File: src/omc_pkg.sv
// Constants, codes and timing for the operating-mode control block
// Functional notes
// - Code 000: sleep, clocks stopped, partial power-down
// - Code 001: standby, clocks on, no sampling
// - Code 010: watch only, no sampling, no FIFO
// - Watch mode moves to continuous on activity
// - Code 101: continuous sampling, watch inactive
// - Code 110: watch, sampling and FIFO together
// - Command bit 7 starts counted run
// - Burst count 255 means sample continuously
// - One-shot run starts only from standby
// - One-shot run returns to standby when done
// - Bits 4..6 power down X, Y, Z
// - Mode change within three heartbeat ticks
// - Hardware may rewrite the mode field
// - Status follows mode after 2 to 10 ms
package omc_pkg;
    localparam logic [7:0] OMC_CTRL_ADDR     = 8'h10;
    localparam logic [7:0] OMC_CTRL_RESET    = 8'h00;
    localparam int         OMC_MODE_LSB      = 0;
    localparam int         OMC_X_OFF_BIT     = 4;
    localparam int         OMC_Y_OFF_BIT     = 5;
    localparam int         OMC_Z_OFF_BIT     = 6;
    localparam int         OMC_CMD_BIT       = 7;
    localparam logic [2:0] OMC_SLEEP         = 3'h0;
    localparam logic [2:0] OMC_STANDBY       = 3'h1;
    localparam logic [2:0] OMC_WATCH         = 3'h2;
    localparam logic [2:0] OMC_UNUSED_BIT_A        = 3'h3;
    localparam logic [2:0] OMC_UNUSED_BIT_B        = 3'h4;
    localparam logic [2:0] OMC_CONTINUOUS    = 3'h5;
    localparam logic [2:0] OMC_COMBINED      = 3'h6;
    localparam logic [2:0] OMC_COUNTED       = 3'h7;
    localparam logic [7:0] OMC_BURST_CONT    = 8'hFF;
    localparam logic [1:0] OMC_HB_APPLY      = 2'h2;
    localparam int         OMC_HB_MAX        = 3;
    localparam int         OMC_CLK_MHZ       = 100;
    localparam int         OMC_STATUS_MIN_US = 2000;
    localparam int         OMC_STATUS_MAX_US = 10000;
    localparam int         OMC_STATUS_CYCLES = OMC_STATUS_MIN_US * OMC_CLK_MHZ;
    typedef enum logic [1:0] {OMC_IDLE, OMC_RUN} omc_run_e;
endpackage

File: src/omc_mode_ctrl.sv
// Mode control register and operating-mode sequencer
module omc_mode_ctrl
    import omc_pkg::*;
#(
    parameter int STATUS_DELAY_CYCLES = omc_pkg::OMC_STATUS_CYCLES
)(
    input  wire logic       ref_clk,
    input  wire logic       reset_n,
    input  wire logic       wr_en,
    input  wire logic [7:0] wr_addr,
    input  wire logic [7:0] wr_data,
    input  wire logic       hb_tick,
    input  wire logic       activity_seen,
    input  wire logic       sample_done,
    input  wire logic [7:0] burst_sample_count,
    output logic [2:0]      mode_select_field,
    output logic [2:0]      active_mode,
    output logic [2:0]      mode_status,
    output logic            clocks_run,
    output logic            partial_power_down,
    output logic            sampling_en,
    output logic            watch_en,
    output logic            fifo_en,
    output logic            x_channel_off,
    output logic            y_channel_off,
    output logic            z_channel_off,
    output logic [2:0]      axis_en,
    output logic            run_active
);
    import omc_pkg::*;

    // The settling counter is 24 bits wide
    if (STATUS_DELAY_CYCLES < 1 || STATUS_DELAY_CYCLES > 32'h00FFFFFF)
    begin
        $error("STATUS_DELAY_CYCLES out of range");
    end

    logic [2:0]  field_reg;
    logic [2:0]  axis_off_reg;
    logic        pend_reg;
    logic        pend_oneshot_reg;
    logic [2:0]  pend_mode_reg;
    logic [1:0]  hb_cnt_reg;
    logic [2:0]  active_reg;
    logic [2:0]  status_reg;
    logic [23:0] status_cnt_reg;
    omc_run_e    run_state_reg;
    logic [7:0]  run_left_reg;
    logic        run_cont_reg;
    logic [2:0]  run_return_reg;

    logic        ctrl_wr;
    logic [2:0]  wr_mode;
    logic        wr_cmd;
    logic        wr_mode_ok;
    logic        oneshot_ok;
    logic        apply;
    logic        watch_wake;
    logic        run_end;

    assign ctrl_wr    = wr_en && (wr_addr == OMC_CTRL_ADDR);
    assign wr_mode    = wr_data[OMC_MODE_LSB +: 3];
    assign wr_cmd     = wr_data[OMC_CMD_BIT];
    // Reserved codes are dropped before they reach the sequencer
    assign wr_mode_ok = (wr_mode != OMC_UNUSED_BIT_A) && (wr_mode != OMC_UNUSED_BIT_B);
    // One-shot accepted only with standby active and nothing pending
    assign oneshot_ok = ctrl_wr && wr_cmd && (active_reg == OMC_STANDBY)
                        && !pend_reg && (run_state_reg == OMC_IDLE);
    assign apply      = pend_reg && hb_tick && (hb_cnt_reg == OMC_HB_APPLY - 2'h1);
    assign watch_wake = (active_reg == OMC_WATCH) && activity_seen && !pend_reg;
    assign run_end    = (run_state_reg == OMC_RUN) && sample_done && !run_cont_reg
                        && (run_left_reg <= 8'h01);

    // Axis power-down bits take effect at once
    always_ff @(posedge ref_clk or negedge reset_n)
    begin
        if (!reset_n)
            axis_off_reg <= OMC_CTRL_RESET[OMC_Z_OFF_BIT:OMC_X_OFF_BIT];
        else if (ctrl_wr)
            axis_off_reg <= wr_data[OMC_Z_OFF_BIT:OMC_X_OFF_BIT];
    end

    // Mode field: host writes, hardware overrides on automatic events
    always_ff @(posedge ref_clk or negedge reset_n)
    begin
        if (!reset_n)
            field_reg <= OMC_CTRL_RESET[2:0];
        else if (ctrl_wr && !wr_cmd && wr_mode_ok)
            field_reg <= wr_mode;
        else if (oneshot_ok)
            field_reg <= OMC_COUNTED;
        else if (watch_wake)
            field_reg <= OMC_CONTINUOUS;
        else if (run_end)
            field_reg <= run_return_reg;
    end

    // Pending request waits for heartbeat ticks
    always_ff @(posedge ref_clk or negedge reset_n)
    begin
        if (!reset_n)
        begin
            pend_reg         <= 1'b0;
            pend_oneshot_reg <= 1'b0;
            pend_mode_reg    <= OMC_CTRL_RESET[2:0];
            hb_cnt_reg       <= 2'h0;
        end
        else if (oneshot_ok)
        begin
            pend_reg         <= 1'b1;
            pend_oneshot_reg <= 1'b1;
            pend_mode_reg    <= OMC_COUNTED;
            hb_cnt_reg       <= 2'h0;
        end
        else if (ctrl_wr && !wr_cmd && wr_mode_ok)
        begin
            pend_reg         <= 1'b1;
            pend_oneshot_reg <= 1'b0;
            pend_mode_reg    <= wr_mode;
            hb_cnt_reg       <= 2'h0;
        end
        else if (apply)
        begin
            pend_reg   <= 1'b0;
            hb_cnt_reg <= 2'h0;
        end
        else if (pend_reg && hb_tick)
            hb_cnt_reg <= hb_cnt_reg + 2'h1;
    end

    // Active operating mode
    always_ff @(posedge ref_clk or negedge reset_n)
    begin
        if (!reset_n)
            active_reg <= OMC_CTRL_RESET[2:0];
        else if (apply)
            active_reg <= pend_mode_reg;
        else if (watch_wake)
            active_reg <= OMC_CONTINUOUS;
        else if (run_end)
            active_reg <= run_return_reg;
    end

    // Counted run: mode 111 returns to sleep, one-shot to standby
    always_ff @(posedge ref_clk or negedge reset_n)
    begin
        if (!reset_n)
        begin
            run_state_reg  <= OMC_IDLE;
            run_left_reg   <= 8'h00;
            run_cont_reg   <= 1'b0;
            run_return_reg <= OMC_SLEEP;
        end
        else if (apply && pend_mode_reg == OMC_COUNTED)
        begin
            run_state_reg  <= OMC_RUN;
            run_left_reg   <= burst_sample_count;
            run_cont_reg   <= (burst_sample_count == OMC_BURST_CONT);
            run_return_reg <= pend_oneshot_reg ? OMC_STANDBY : OMC_SLEEP;
        end
        else if (apply || run_end)
            run_state_reg <= OMC_IDLE;
        else if (run_state_reg == OMC_RUN && sample_done && !run_cont_reg)
            run_left_reg <= run_left_reg - 8'h01;
    end

    // Status follows the active mode after a settling delay
    always_ff @(posedge ref_clk or negedge reset_n)
    begin
        if (!reset_n)
        begin
            status_reg     <= OMC_CTRL_RESET[2:0];
            status_cnt_reg <= 24'h000000;
        end
        else if (status_reg == active_reg)
            status_cnt_reg <= 24'h000000;
        else if (status_cnt_reg >= 24'(STATUS_DELAY_CYCLES - 1))
        begin
            status_reg     <= active_reg;
            status_cnt_reg <= 24'h000000;
        end
        else
            status_cnt_reg <= status_cnt_reg + 24'h000001;
    end

    // Mode decode
    always_comb
    begin
        clocks_run         = (active_reg != OMC_SLEEP);
        partial_power_down = (active_reg == OMC_SLEEP);
        sampling_en        = (active_reg == OMC_CONTINUOUS) || (active_reg == OMC_COMBINED)
                             || (active_reg == OMC_COUNTED && run_state_reg == OMC_RUN);
        watch_en           = (active_reg == OMC_WATCH) || (active_reg == OMC_COMBINED);
        fifo_en            = (active_reg == OMC_COMBINED);
    end

    assign mode_select_field = field_reg;
    assign active_mode       = active_reg;
    assign mode_status       = status_reg;
    assign x_channel_off     = axis_off_reg[0];
    assign y_channel_off     = axis_off_reg[1];
    assign z_channel_off     = axis_off_reg[2];
    assign axis_en           = sampling_en ? ~axis_off_reg : 3'h0;
    assign run_active        = (run_state_reg == OMC_RUN);

    // A new request restarts the heartbeat count
    logic [2:0] hb_seen_reg;
    always_ff @(posedge ref_clk or negedge reset_n)
    begin
        if (!reset_n)
            hb_seen_reg <= 3'h0;
        else if (!pend_reg || oneshot_ok || (ctrl_wr && !wr_cmd && wr_mode_ok))
            hb_seen_reg <= 3'h0;
        else if (hb_tick)
            hb_seen_reg <= hb_seen_reg + 3'h1;
    end
endmodule

File: config.mk
export PLATFORM = sky130hd
export DESIGN_NAME = omc_mode_ctrl
export DESIGN_NICKNAME = d
export VERILOG_FILES = /design/src/omc_pkg.sv /design/src/omc_mode_ctrl.sv
export SDC_FILE = /design/constraint.sdc
export NUM_CORES = 1
export LEC_CHECK = 0
export ABC_AREA = 1
export BUFFER_PORTS_ARGS = -buffer_cell sky130_fd_sc_hd__clkbuf_2
export CAP_MARGIN = 25
export CORE_UTILIZATION = 56
export DETAILED_ROUTE_END_ITERATION = 7
export PLACE_DENSITY = 0.8
export SYNTH_ARGS = -nofsm -noshare
export SYNTH_HDL_FRONTEND = slang
export SYNTH_SLANG_ARGS = --single-unit
File: constraint.sdc
create_clock -name ref_clk -period 1.8 [get_ports ref_clk]
set_input_delay 0.36 -clock ref_clk [delete_from_list [all_inputs] [get_ports ref_clk]]
set_output_delay 0.36 -clock ref_clk [all_outputs]
set_load 0.02 [all_outputs]
# --- Word level (Yosys, flattened, before mapping) ---
# Cells that the tools add are included.
totals:
  register_bits: 57
  inputBits: 30
  out_inout_bits: 21
classes:
  n_addsub: 3
  order_cmp: 2
  eq_ne: 14
  mux: 25
  n_bitwise: 2
  reduce_logical: 36
ops:
  columns: ["cell", "n"]
  rows:
  - ["$mux W24", 2]
  - ["$add A24 B1 Y24 const B", 1]
  - ["$ge A24 B18 Y1 const B", 1]
  - ["$mux W3", 8]
  - ["$mux W8", 3]
  - ["$logic_and A1 B1 Y1", 17]
  - ["$eq A3 B3 Y1 const B", 4]
  - ["$mux W2", 6]
  - ["$reduce_bool A3 Y1", 3]
  - ["$eq A8 B5 Y1 const B", 1]
  - ["$eq A8 B8 Y1 const B", 1]
  - ["$le A8 B1 Y1 const B", 1]
  - ["$reduce_bool A4 Y1", 2]
  - ["$sub A8 B1 Y8 const B", 1]
  - ["$mux W1", 6]
  - ["$reduce_bool A2 Y1", 3]
  - ["$eq A2 B1 Y1 const B", 2]
  - ["$logic_or A1 B1 Y1", 4]
  - ["$reduce_and A2 Y1", 2]
  - ["$eq A3 B1 Y1 const B", 1]
  - ["$eq A3 B2 Y1 const B", 1]
  - ["$eq A3 B3 Y1", 1]
  - ["$logic_not A1 Y1", 3]
  - ["$logic_not A3 Y1", 1]
  - ["7 further kinds", 7]

# --- Depth between registers and ports, before layout ---
# Gate-level depths: netlist of run 1.
depth:
  depth_word: 8
  mapped_depth: 11
  depth_no_buf: 11

# --- Least setup slack after synthesis of run 1 ---
# No wires, ideal clock.
synth_path:
  path_type: "register -> output"
  start: "register active_reg[0] (netlist: active_mode[0])"
  end: "output port clocks_run"
  arrival_ps: 1289
  required_time_ps: 1440
  slack_ps: 151
  path_stages_with_launch: 6
  n_path_buf: 1
  cell_sequence: "dfrtp_1 -> buf_2 -> nor2_1 -> inv_1 -> nor2_1 -> inv_1"
synth_via:
  elab_chain_len: 1
synth_lines:
  columns: ["item", "line_no", "rtl"]
  rows:
  - ["start, declared", "omc_mode_ctrl.sv:44", "logic [2:0] active_reg;"]
  - ["start signal, assigned", "omc_mode_ctrl.sv:135", "active_reg <= OMC_CTRL_RESET[2:0];"]
  - ["start signal, assigned", "omc_mode_ctrl.sv:137", "active_reg <= pend_mode_reg;"]
  - ["start signal, assigned", "omc_mode_ctrl.sv:141", "active_reg <= run_return_reg;"]
  - ["$reduce_bool A3 Y1", "omc_mode_ctrl.sv:189", "clocks_run = (active_reg != OMC_SLEEP);"]
  - ["end, declared", "omc_mode_ctrl.sv:19", "output logic clocks_run,"]
# Every way passes these cells.

# --- Final worst setup path of run 1 ---
layout_path:
  start: "register run_state_reg[0]"
  end: "output port axis_en[0]"
layout_via:
  elab_chain_len: 4
layout_lines:
  columns: ["item", "line_no", "rtl"]
  rows:
  - ["start, declared", "omc_mode_ctrl.sv:47", "omc_run_e run_state_reg;"]
  - ["start signal, assigned", "omc_mode_ctrl.sv:149", "run_state_reg <= OMC_IDLE;"]
  - ["start signal, assigned", "omc_mode_ctrl.sv:156", "run_state_reg <= OMC_RUN;"]
  - ["start signal, assigned", "omc_mode_ctrl.sv:162", "run_state_reg <= OMC_IDLE;"]
  - ["$eq A2 B1 Y1", "omc_mode_ctrl.sv:192", "|| (active_reg == OMC_COUNTED && run_state_reg == OMC_RUN);"]
  - ["$logic_and A1 B1 Y1", "omc_mode_ctrl.sv:192", null]
  - ["$logic_or A1 B1 Y1", "omc_mode_ctrl.sv:192", null]
  - ["$mux W3", "omc_mode_ctrl.sv:203", "assign axis_en = sampling_en ? ~axis_off_reg : 3'h0;"]
  - ["end, declared", "omc_mode_ctrl.sv:27", "output logic [2:0] axis_en,"]
# Every way passes these cells.

==> results of run 1 <==
-- how the worst max path moves through the flow --
stage,end,slack [ps],from,cells after the start
6_report,axis_en[0],80,run_state_reg[0],5
5_1_grt,axis_en[0],2,run_state_reg[0],5
4_1_cts,axis_en[0],60,active_mode[1],5
3_5_place_dp,status_cnt_reg[3],160,status_cnt_reg[0],6
3_3_place_gp,status_cnt_reg[2],210,status_cnt_reg[0],6
2_1_floorplan,clocks_run,150,active_mode[0],5
-- layer usage --
metal / vias up / track usage [%]
li1: 1268 / -
met1: 1178 / 28.3
met2: 45 / 40.6
met3: 9 / 4.61
met4: 0 / 7.13
met5: - / 0
-- power breakdown --
group / total, mW / internal, mW / switching, mW
combinational: 0.852 / 0.298 / 0.554
clock: 0.994 / 0.593 / 0.401
sequential: 1.51 / 1.35 / 0.155
total: 3.35 / 2.24 / 1.11
-- logic make-up after synthesis --
logic type,synth area share [%]
compound gates,4.98
xor+xnor,6.26
fa+ha+maj,1.28
buf+inv,7.02
flops,46.0
other cells,0.128
simple gates,34.4
-- worst register-to-register path, delay by kind of cell (launching register included) --
| family | cells | cell delay (ps) |
|---|---|---|
| AOI/OAI and AO/OA | 1 | 210 |
| and+or+nand+nor | 4 | 660 |
| adders and majority gates | 1 | 270 |
| DFF | 1 | 450 |
-- cell type report --
type | instances | area (sq um) | area share [%]
Multi-Input combinational cell | 265 | 1400 | 40.7
Timing Repair Buffer | 53 | 288 | 8.37
Clock buffer | 6 | 82.6 | 2.40
Sequential cell | 54 | 1350 | 39.4
Tap cell | 70 | 87.6 | 2.55
Clock inverter | 2 | 60.1 | 1.75
Inverter | 44 | 165 | 4.81
-- placed cells by master (no fill, tap or decap), types with 4 or more instances in the layout --
cell,instances
nor3_1,8
o21ai_0,10
nand2_1,85
clkbuf_8,6
conb_1,6
nand3_1,39
dfrtp_1,52
nor2_2,15
o211ai_1,4
xnor2_1,6
clkbuf_2,49
nor2_1,43
xor2_1,15
inv_1,41
nand4_1,8
-- repair_timing --
action,4_1_cts,5_1_grt
endpoints found under the hold margin,0,0
cloned,0,0
endpoints found under the setup margin,1,3
gates resized for setup,1,1
buffers inserted,0,0
-- per-stage QoR --
stage	hold WS (ps)	cell area [sq um]
floorplan	64.4	2960
global placement	380	3290
detailed placement	379	3290
CTS	42.7	3440
global route	54.6	3440
finish	19.3	3440
==> results.cfg, run 1 <==
[final_layout]
final_cells = 494
final_core_util_pct = 67.7
areaGrowthSynthToFinish_pct = 16.9
drive_above_1_share_pct = 22.4
layout.nets = 456
fill_cells = 436
largest_register_ffs = 24
diodes = 0

[timing]
clock.fmax_mhz = 582
setup_viol = 0
finalCritPeriodShare_pct = 95.5
final_max_slew_viol_count = 0
setup_tns_ps = 0
finClkSkew_ps = 10.4
rsz0062_at_grt = false
layout_setup_ws_ps = 81.0
hold_viol_final = 0
period_minus_slack_ps = 1720

[flow_run]
max-cap-violations = 0

[setup_path]
critPathLaunchType = register
cp_max_fo = 4
critPathMostFrequentCell = nand3_1
critPathKind = reg2out
regToRegStartpoint = status_cnt_reg[0]
ff2ff_setup_slack_ps = 140
r2r_end = status_cnt_reg[3]
cp_cell_sequence = inv_1 -> nand3_1 -> nand3_1 -> nor2_1 -> clkbuf_2
crit_path_end_kind = output port
crit_slowest_cell = dfrtp_1
cp.arrival_ps = 1360
cpLargestDelayFamily = flip-flops
critical_path_buf_inv_count = 2
r2r_cells = 6
cp.required_ps = 1440
critPathMaxStageDelay_ps = 440

[detailed_routing]
dr.pass1.iters = 4
drcViolationCount = 0
routed_via_density = 5.06
met1_length_um = 2570
vias = 2500
routed_wl_um = 5960
topRoutingLayerUsed = met4
dr_wl_met3_um = 166
wl_per_cell_um = 12.1
wl_met2_um = 3150
ant_nets = 0
drt-initial-drc-count = 118

[clock_network]
root_buffer = clkbuf_8
holdBufCountCts = 0
cts_buffers = 5
cts_tree = done
cts_htree_levels = 2
clk_path_buf_depth = 2
clock_latency_ps = 310
cts.clk_slew.worst_paths_ps = 100
cts_sinks = 54

[synth]
yosys_warnings = 0
syn-instance-count = 362
synth_area_leaders = dfrtp_1 (46%), nand2_1 (11%), nand3_1 (6.6%), nor2_1 (5.5%), inv_1 (5.2%)
synth_area_per_cell_sq_um = 8.12
ys_ff_latch = 54
synth_edf_count = 0
ys_seq_area_share_pct = 46.0
synth_ff_type = dfrtp_1
yosys.area.top_type_share_pct = 46.0
yosysTopAreaCell = dfrtp_1
synth_commonest_cells = nand2_1 (85), dfrtp_1 (54), nor2_1 (43)
synthArstFlopShare_pct = 100
ys_types = 37
yosysMostFrequentCell = nand2_1
syn_area_sq_um = 2940

[placed_design]
place_ws_ps = 163
dp_cells = 486
placement.io_buffers = 49
dpl.hpwl_um = 4450
gp_congestion = 0.955

[pwr]
leakage_nw = 1.75
vdd_drop_max_uv = 680
p_per_area_nw_per_um2 = 975
p_total_mw = 3.35

[global_route]
grt_max_degree = 55
grt_pass1_vias = 2238
grt_antenna_before_repair = 0
overflow = 0
grt_pass1_wl_um = 9640
track_usage_pct = 23.0

[floorplan]
die_area_sq_um = 5540
rows = 26
fp.dieW_um = 74.4
core-area_sq_um = 5070
die_y_um = 74.4
start_util_pct = 57.9
io_pins = 51

[outcome]
status = complete, no violations

[hold_path]
hp-class = in2async
(Power assumes the default switching activity.)
==> run 2: changes to the inputs <==
--- a/config.mk
+++ b/config.mk
@@ -8,9 +8,9 @@
 export ABC_AREA = 1
 export BUFFER_PORTS_ARGS = -buffer_cell sky130_fd_sc_hd__clkbuf_2
 export CAP_MARGIN = 25
-export CORE_UTILIZATION = 56
+export CORE_UTILIZATION = 60
 export DETAILED_ROUTE_END_ITERATION = 7
-export PLACE_DENSITY = 0.8
+export PLACE_DENSITY = 0.85
 export SYNTH_ARGS = -nofsm -noshare
 export SYNTH_HDL_FRONTEND = slang
 export SYNTH_SLANG_ARGS = --single-unit
==> constraint.sdc (replaced) <==
create_clock -name ref_clk -period 2.15 [get_ports ref_clk]
set_input_delay 0.43 -clock ref_clk [delete_from_list [all_inputs] [get_ports ref_clk]]
set_output_delay 0.43 -clock ref_clk [all_outputs]
set_load 0.02 [all_outputs]
==> run 2 against run 1 <==
Compared with the run above: register-to-register slack improved by 270 ps; utilization increased by 3.9 points; sequential cell count unchanged; combinational power decreased by 16%; total power decreased by 21%; highest routed layer unchanged.
==> results.cfg, run 2 (synthesis results as in run 1) <==
[hold_path]
hp-class = in2async

[setup_path]
regToRegStartpoint = status_cnt_reg[0]
cp.required_ps = 1720
crit_path_end_kind = output port
r2r_cells = 6
cp.arrival_ps = 1500
critPathLaunchType = register
cp_max_fo = 9
critPathKind = reg2out
r2r_end = status_cnt_reg[7]
ff2ff_setup_slack_ps = 410

[timing]
slew_headroom_pct = 54.6
worst_pin_slew_ps = 681
setup_tns_ps = 0
rsz0062_at_grt = false
setup_viol = 0
finClkSkew_ps = 3.43
final_max_slew_viol_count = 0
hold_viol_final = 0
layout_setup_ws_ps = 223
period_minus_slack_ps = 1930
finalCritPeriodShare_pct = 89.6
clock.fmax_mhz = 519

[floorplan]
io_pins = 51
die_area_sq_um = 5180
core-area_sq_um = 4720
die_y_um = 72.0
start_util_pct = 62.2
rows = 25
fp.dieW_um = 72.0

[pwr]
p_clk_share_pct = 25.6
p_total_mw = 2.65
comb_power_share_pct = 27.0
power_switching_mw = 0.926
p_sw_share_pct = 35.0
pwr-share-seq_pct = 47.4
p_int_mw = 1.72
vdd_drop_max_uv = 571
leakage_nw = 1.72
p_per_area_nw_per_um2 = 783

[global_route]
grt_max_degree = 30
overflow = 0
grt_pass1_vias = 2290
track_usage_pct = 24.7
grt_antenna_before_repair = 0
grt_pass1_wl_um = 10000

[clock_network]
cts_setup_buffers = 0
cts_sinks = 54
cts.repair.resized = 0
holdBufCountCts = 0
cts_tree = done
root_buffer = clkbuf_8
clk_path_buf_depth = 2
cts_buffers = 5
cts.clk_slew.worst_paths_ps = 90
cts_htree_levels = 2
clock_latency_ps = 300

[final_layout]
seq_area_sq_um = 1350
layout_common_cells = nand2_1 (85), dfrtp_1 (54), clkbuf_2 (49), nor2_1 (43), inv_1 (41)
areaGrowthSynthToFinish_pct = 15.1
layout.nets = 455
final_common_cell = nand2_1
fill_cells = 380
final_area_sq_um = 3380
diodes = 0
largest_register_ffs = 24
drive_above_1_share_pct = 21.7
final_cells = 490
multi_input_area_sq_um = 1400

[placed_design]
place_ws_ps = 307
gp_congestion = 0.906
placed_cell_area_sq_um = 3270
placement.io_buffers = 49
dp_cells = 482
dpl.hpwl_um = 4560

[detailed_routing]
drt-initial-drc-count = 100
topRoutingLayerUsed = met4
ant_nets = 0
dr_wl_met3_um = 195
routed_wl_um = 5860
dr.pass1.iters = 4
routed_via_density = 5.07
vias = 2486
wl_met2_um = 2980
met1_length_um = 2610
wl_per_cell_um = 12.0
drcViolationCount = 0

[outcome]
status = complete, no violations

[flow_run]
max-cap-violations = 0
[run 2: worst max path at each step]
stage / from / depth (start not counted) / slack (ps) / end
finish: active_mode[0] / 5 / 220 / axis_en[1]
global placement: hb_tick / 9 / 320 / run_left_reg[1]
global route: active_mode[0] / 5 / 100 / axis_en[2]
floorplan: active_mode[0] / 5 / 430 / clocks_run
detailed placement: hb_tick / 9 / 310 / run_left_reg[5]
CTS: active_mode[0] / 5 / 220 / axis_en[2]
[run 2: power groups by stage]
stage / clock [mW] / sequential, mW / combinational, mW
after global routing: 0.732 / 1.27 / 0.795
after global placement: 0 / 1.27 / 0.700
after CTS: 0.701 / 1.26 / 0.717
final: 0.677 / 1.26 / 0.714
after floorplan: 0 / 1.33 / 0.399
after detailed placement: 0 / 1.28 / 0.710
[run 2: cell type report]
type                       instances  share of cell area, %
multi-input combinational        265                   41.4
sequential                        54                   40.0
timing repair buffer              52                   7.92
inverter                          44                   4.88
tap                               67                   2.48
clock buffer                       5                   2.03
clock inverter                     3                   1.33
[run 2: critical path, stage by stage, from the launching register on]
cell and delay, ps:
dfrtp_1 550, nor2_1 90, inv_1 100, nand3_1 160, nor2_1 120, clkbuf_2 180
[run 2: per-layer routing]
layer | global-route usage [%] | vias up
met4 | 7.41 | 0
met5 | 0 | -
met1 | 31.9 | 1165
li1 | - | 1263
met2 | 42.8 | 49
met3 | 4.31 | 9
[run 2: per-stage QoR]
step | hold slack (ps) | util [%]
after floorplan | 134 | -
after global placement | 461 | 69.2
after detailed placement | 461 | 69.2
after CTS | 155 | 71.6
after global routing | 203 | 71.6
final | 146 | 71.6
==> run 3: changes to the inputs <==
--- a/config.mk
+++ b/config.mk
@@ -11,6 +11,8 @@
 export CORE_UTILIZATION = 60
 export DETAILED_ROUTE_END_ITERATION = 7
 export PLACE_DENSITY = 0.85
+export SETUP_SLACK_MARGIN = 0.02
+export SLEW_MARGIN = 30
 export SYNTH_ARGS = -nofsm -noshare
 export SYNTH_HDL_FRONTEND = slang
 export SYNTH_SLANG_ARGS = --single-unit
==> constraint.sdc (replaced) <==
create_clock -name ref_clk -period 2.15 [get_ports ref_clk]
set_input_delay 0.215 -clock ref_clk [delete_from_list [all_inputs] [get_ports ref_clk]]
set_output_delay 0.215 -clock ref_clk [all_outputs]
set_load 0.02 [all_outputs]
==> run 3 against run 2 <==
Compared with the run above: maximum frequency is 9.6% higher; non-clock buffer count stayed put; die area unchanged; combinational power grew 1%; hold slack lost 41 ps; design area rose by 0.33%; critical path depth increased by 3; cell count is the same; sequential power barely moved; critical path type is now reg2reg.
==> results.cfg, run 3 (synthesis results as in run 1) <==
[setup_path]
crit_slowest_cell = dfrtp_1
cp_max_fo = 11
critPathKind = reg2reg
regToRegStartpoint = pend_reg
crit_start = pend_reg
critical_path_buf_inv_count = 2
cp_cell_sequence = nand2_1 -> nor2_2 -> nand2_2 -> inv_2 -> nand2_1 -> clkinv_1 -> nand2_1 -> nand3_1
crit_path_end_kind = register
critPathMostFrequentCell = nand2_1
cp.required_ps = 2340
cp.arrival_ps = 1950
critPathLaunchType = register
cpLargestDelayFamily = simple AND/OR/NAND/NOR gates
critPathMaxStageDelay_ps = 400
ff2ff_setup_slack_ps = 390

[clock_network]
cts_setup_buffers = 0
cts_tree = done
cts.clk_slew.worst_paths_ps = 90
clk_path_buf_depth = 2
cts_buffers = 5
root_buffer = clkbuf_8
cts_sinks = 54
cts.repair.resized = 0
clock_latency_ps = 310
cts_htree_levels = 2

[floorplan]
rows = 25
io_pins = 51
die_y_um = 72.0
core-area_sq_um = 4720
fp.dieW_um = 72.0
die_area_sq_um = 5180
start_util_pct = 62.2

[final_layout]
multi_input_area_sq_um = 1400
layout.nets = 455
final_core_util_pct = 71.8
layout_common_cells = nand2_1 (85), dfrtp_1 (54), clkbuf_2 (49), nor2_1 (43), inv_1 (41)
final_common_cell = nand2_1
final_cells = 490
largest_register_ffs = 24
fill_cells = 367
final_area_sq_um = 3390
seq_area_sq_um = 1350
drive_above_1_share_pct = 21.3
diodes = 0
areaGrowthSynthToFinish_pct = 15.5

[timing]
layout_setup_ws_ps = 391
final_max_slew_viol_count = 0
period_minus_slack_ps = 1760
worst_pin_slew_ps = 639
hold_viol_final = 0
clock.fmax_mhz = 568
setup_viol = 0
finalCritPeriodShare_pct = 81.8
hold_ws_ps = 104
slew_headroom_pct = 57.4
finClkSkew_ps = 5.86
rsz0062_at_grt = false
setup_tns_ps = 0

[global_route]
overflow = 0
grt_max_degree = 32
grt_pass1_wl_um = 10400
track_usage_pct = 25.5
grt_pass1_vias = 2477
grt_antenna_before_repair = 0

[placed_design]
placement.io_buffers = 49
place_ws_ps = 389
dp_cells = 481
placed_cell_area_sq_um = 3270
dpl.hpwl_um = 4620
gp_congestion = 0.911

[pwr]
p_total_mw = 2.66
leakage_nw = 1.72
p_per_area_nw_per_um2 = 783
vdd_drop_max_uv = 546

[detailed_routing]
wl_per_cell_um = 12.4
drt-initial-drc-count = 112
drcViolationCount = 0
routed_wl_um = 6070
vias = 2520
routed_via_density = 5.14
dr.pass1.iters = 4
ant_nets = 0

[hold_path]
hp-class = in2reg
holdCritStartpoint = wr_data[5]

[flow_run]
max-cap-violations = 0

[outcome]
status = complete, no violations
run 3: worst register-to-register path, stage by stage (launching register included):
cell	delay (ps)
dfrtp_1	400
nand2_1	90
nor2_2	50
nand2_2	120
inv_2	70
nand2_1	300
clkinv_1	340
nand2_1	170
nand3_1	110
run 3: what timing repair did:
action / 4_1_cts / 5_1_grt
setup endpoints to repair: 0 / 0
hold buffers: 1 / 0
endpoints found under the hold margin: 23 / 0
run 3: final timing paths:
check / endpoint / depth (start not counted)
setup / recovery: run_left_reg[4] / 8
hold / removal: axis_off_reg[1] / 3
setup reg to reg: run_left_reg[4] / 8
hold reg to reg: pend_oneshot_reg / 2
max in group asynchronous: pend_reg / 3
min in group asynchronous: status_cnt_reg[1] / 2
run 3: cell type report:
class	count	share of cell area [%]
Clock buffer	6	2.14
Clock inverter	2	1.11
Inverter	44	4.87
Multi-Input combinational cell	265	41.3
Sequential cell	54	39.8
Tap cell	67	2.47
Timing Repair Buffer	52	8.33
run 3: where the power goes:
group          switching, mW  leakage [nW]  internal [mW]
registers              0.131         0.714           1.13
logic                  0.472         0.958          0.250
clock network          0.327        0.0514          0.348
total                  0.930          1.72           1.73
run 3: routing by layer:
metal / vias to the layer above / global-route usage, % / share of wire, %
met5: - / 0 / 0
met4: 0 / 8.71 / 1.2
met3: 8 / 4.86 / 3.6
met2: 61 / 46.3 / 53
met1: 1180 / 30.4 / 42
li1: 1271 / - / -
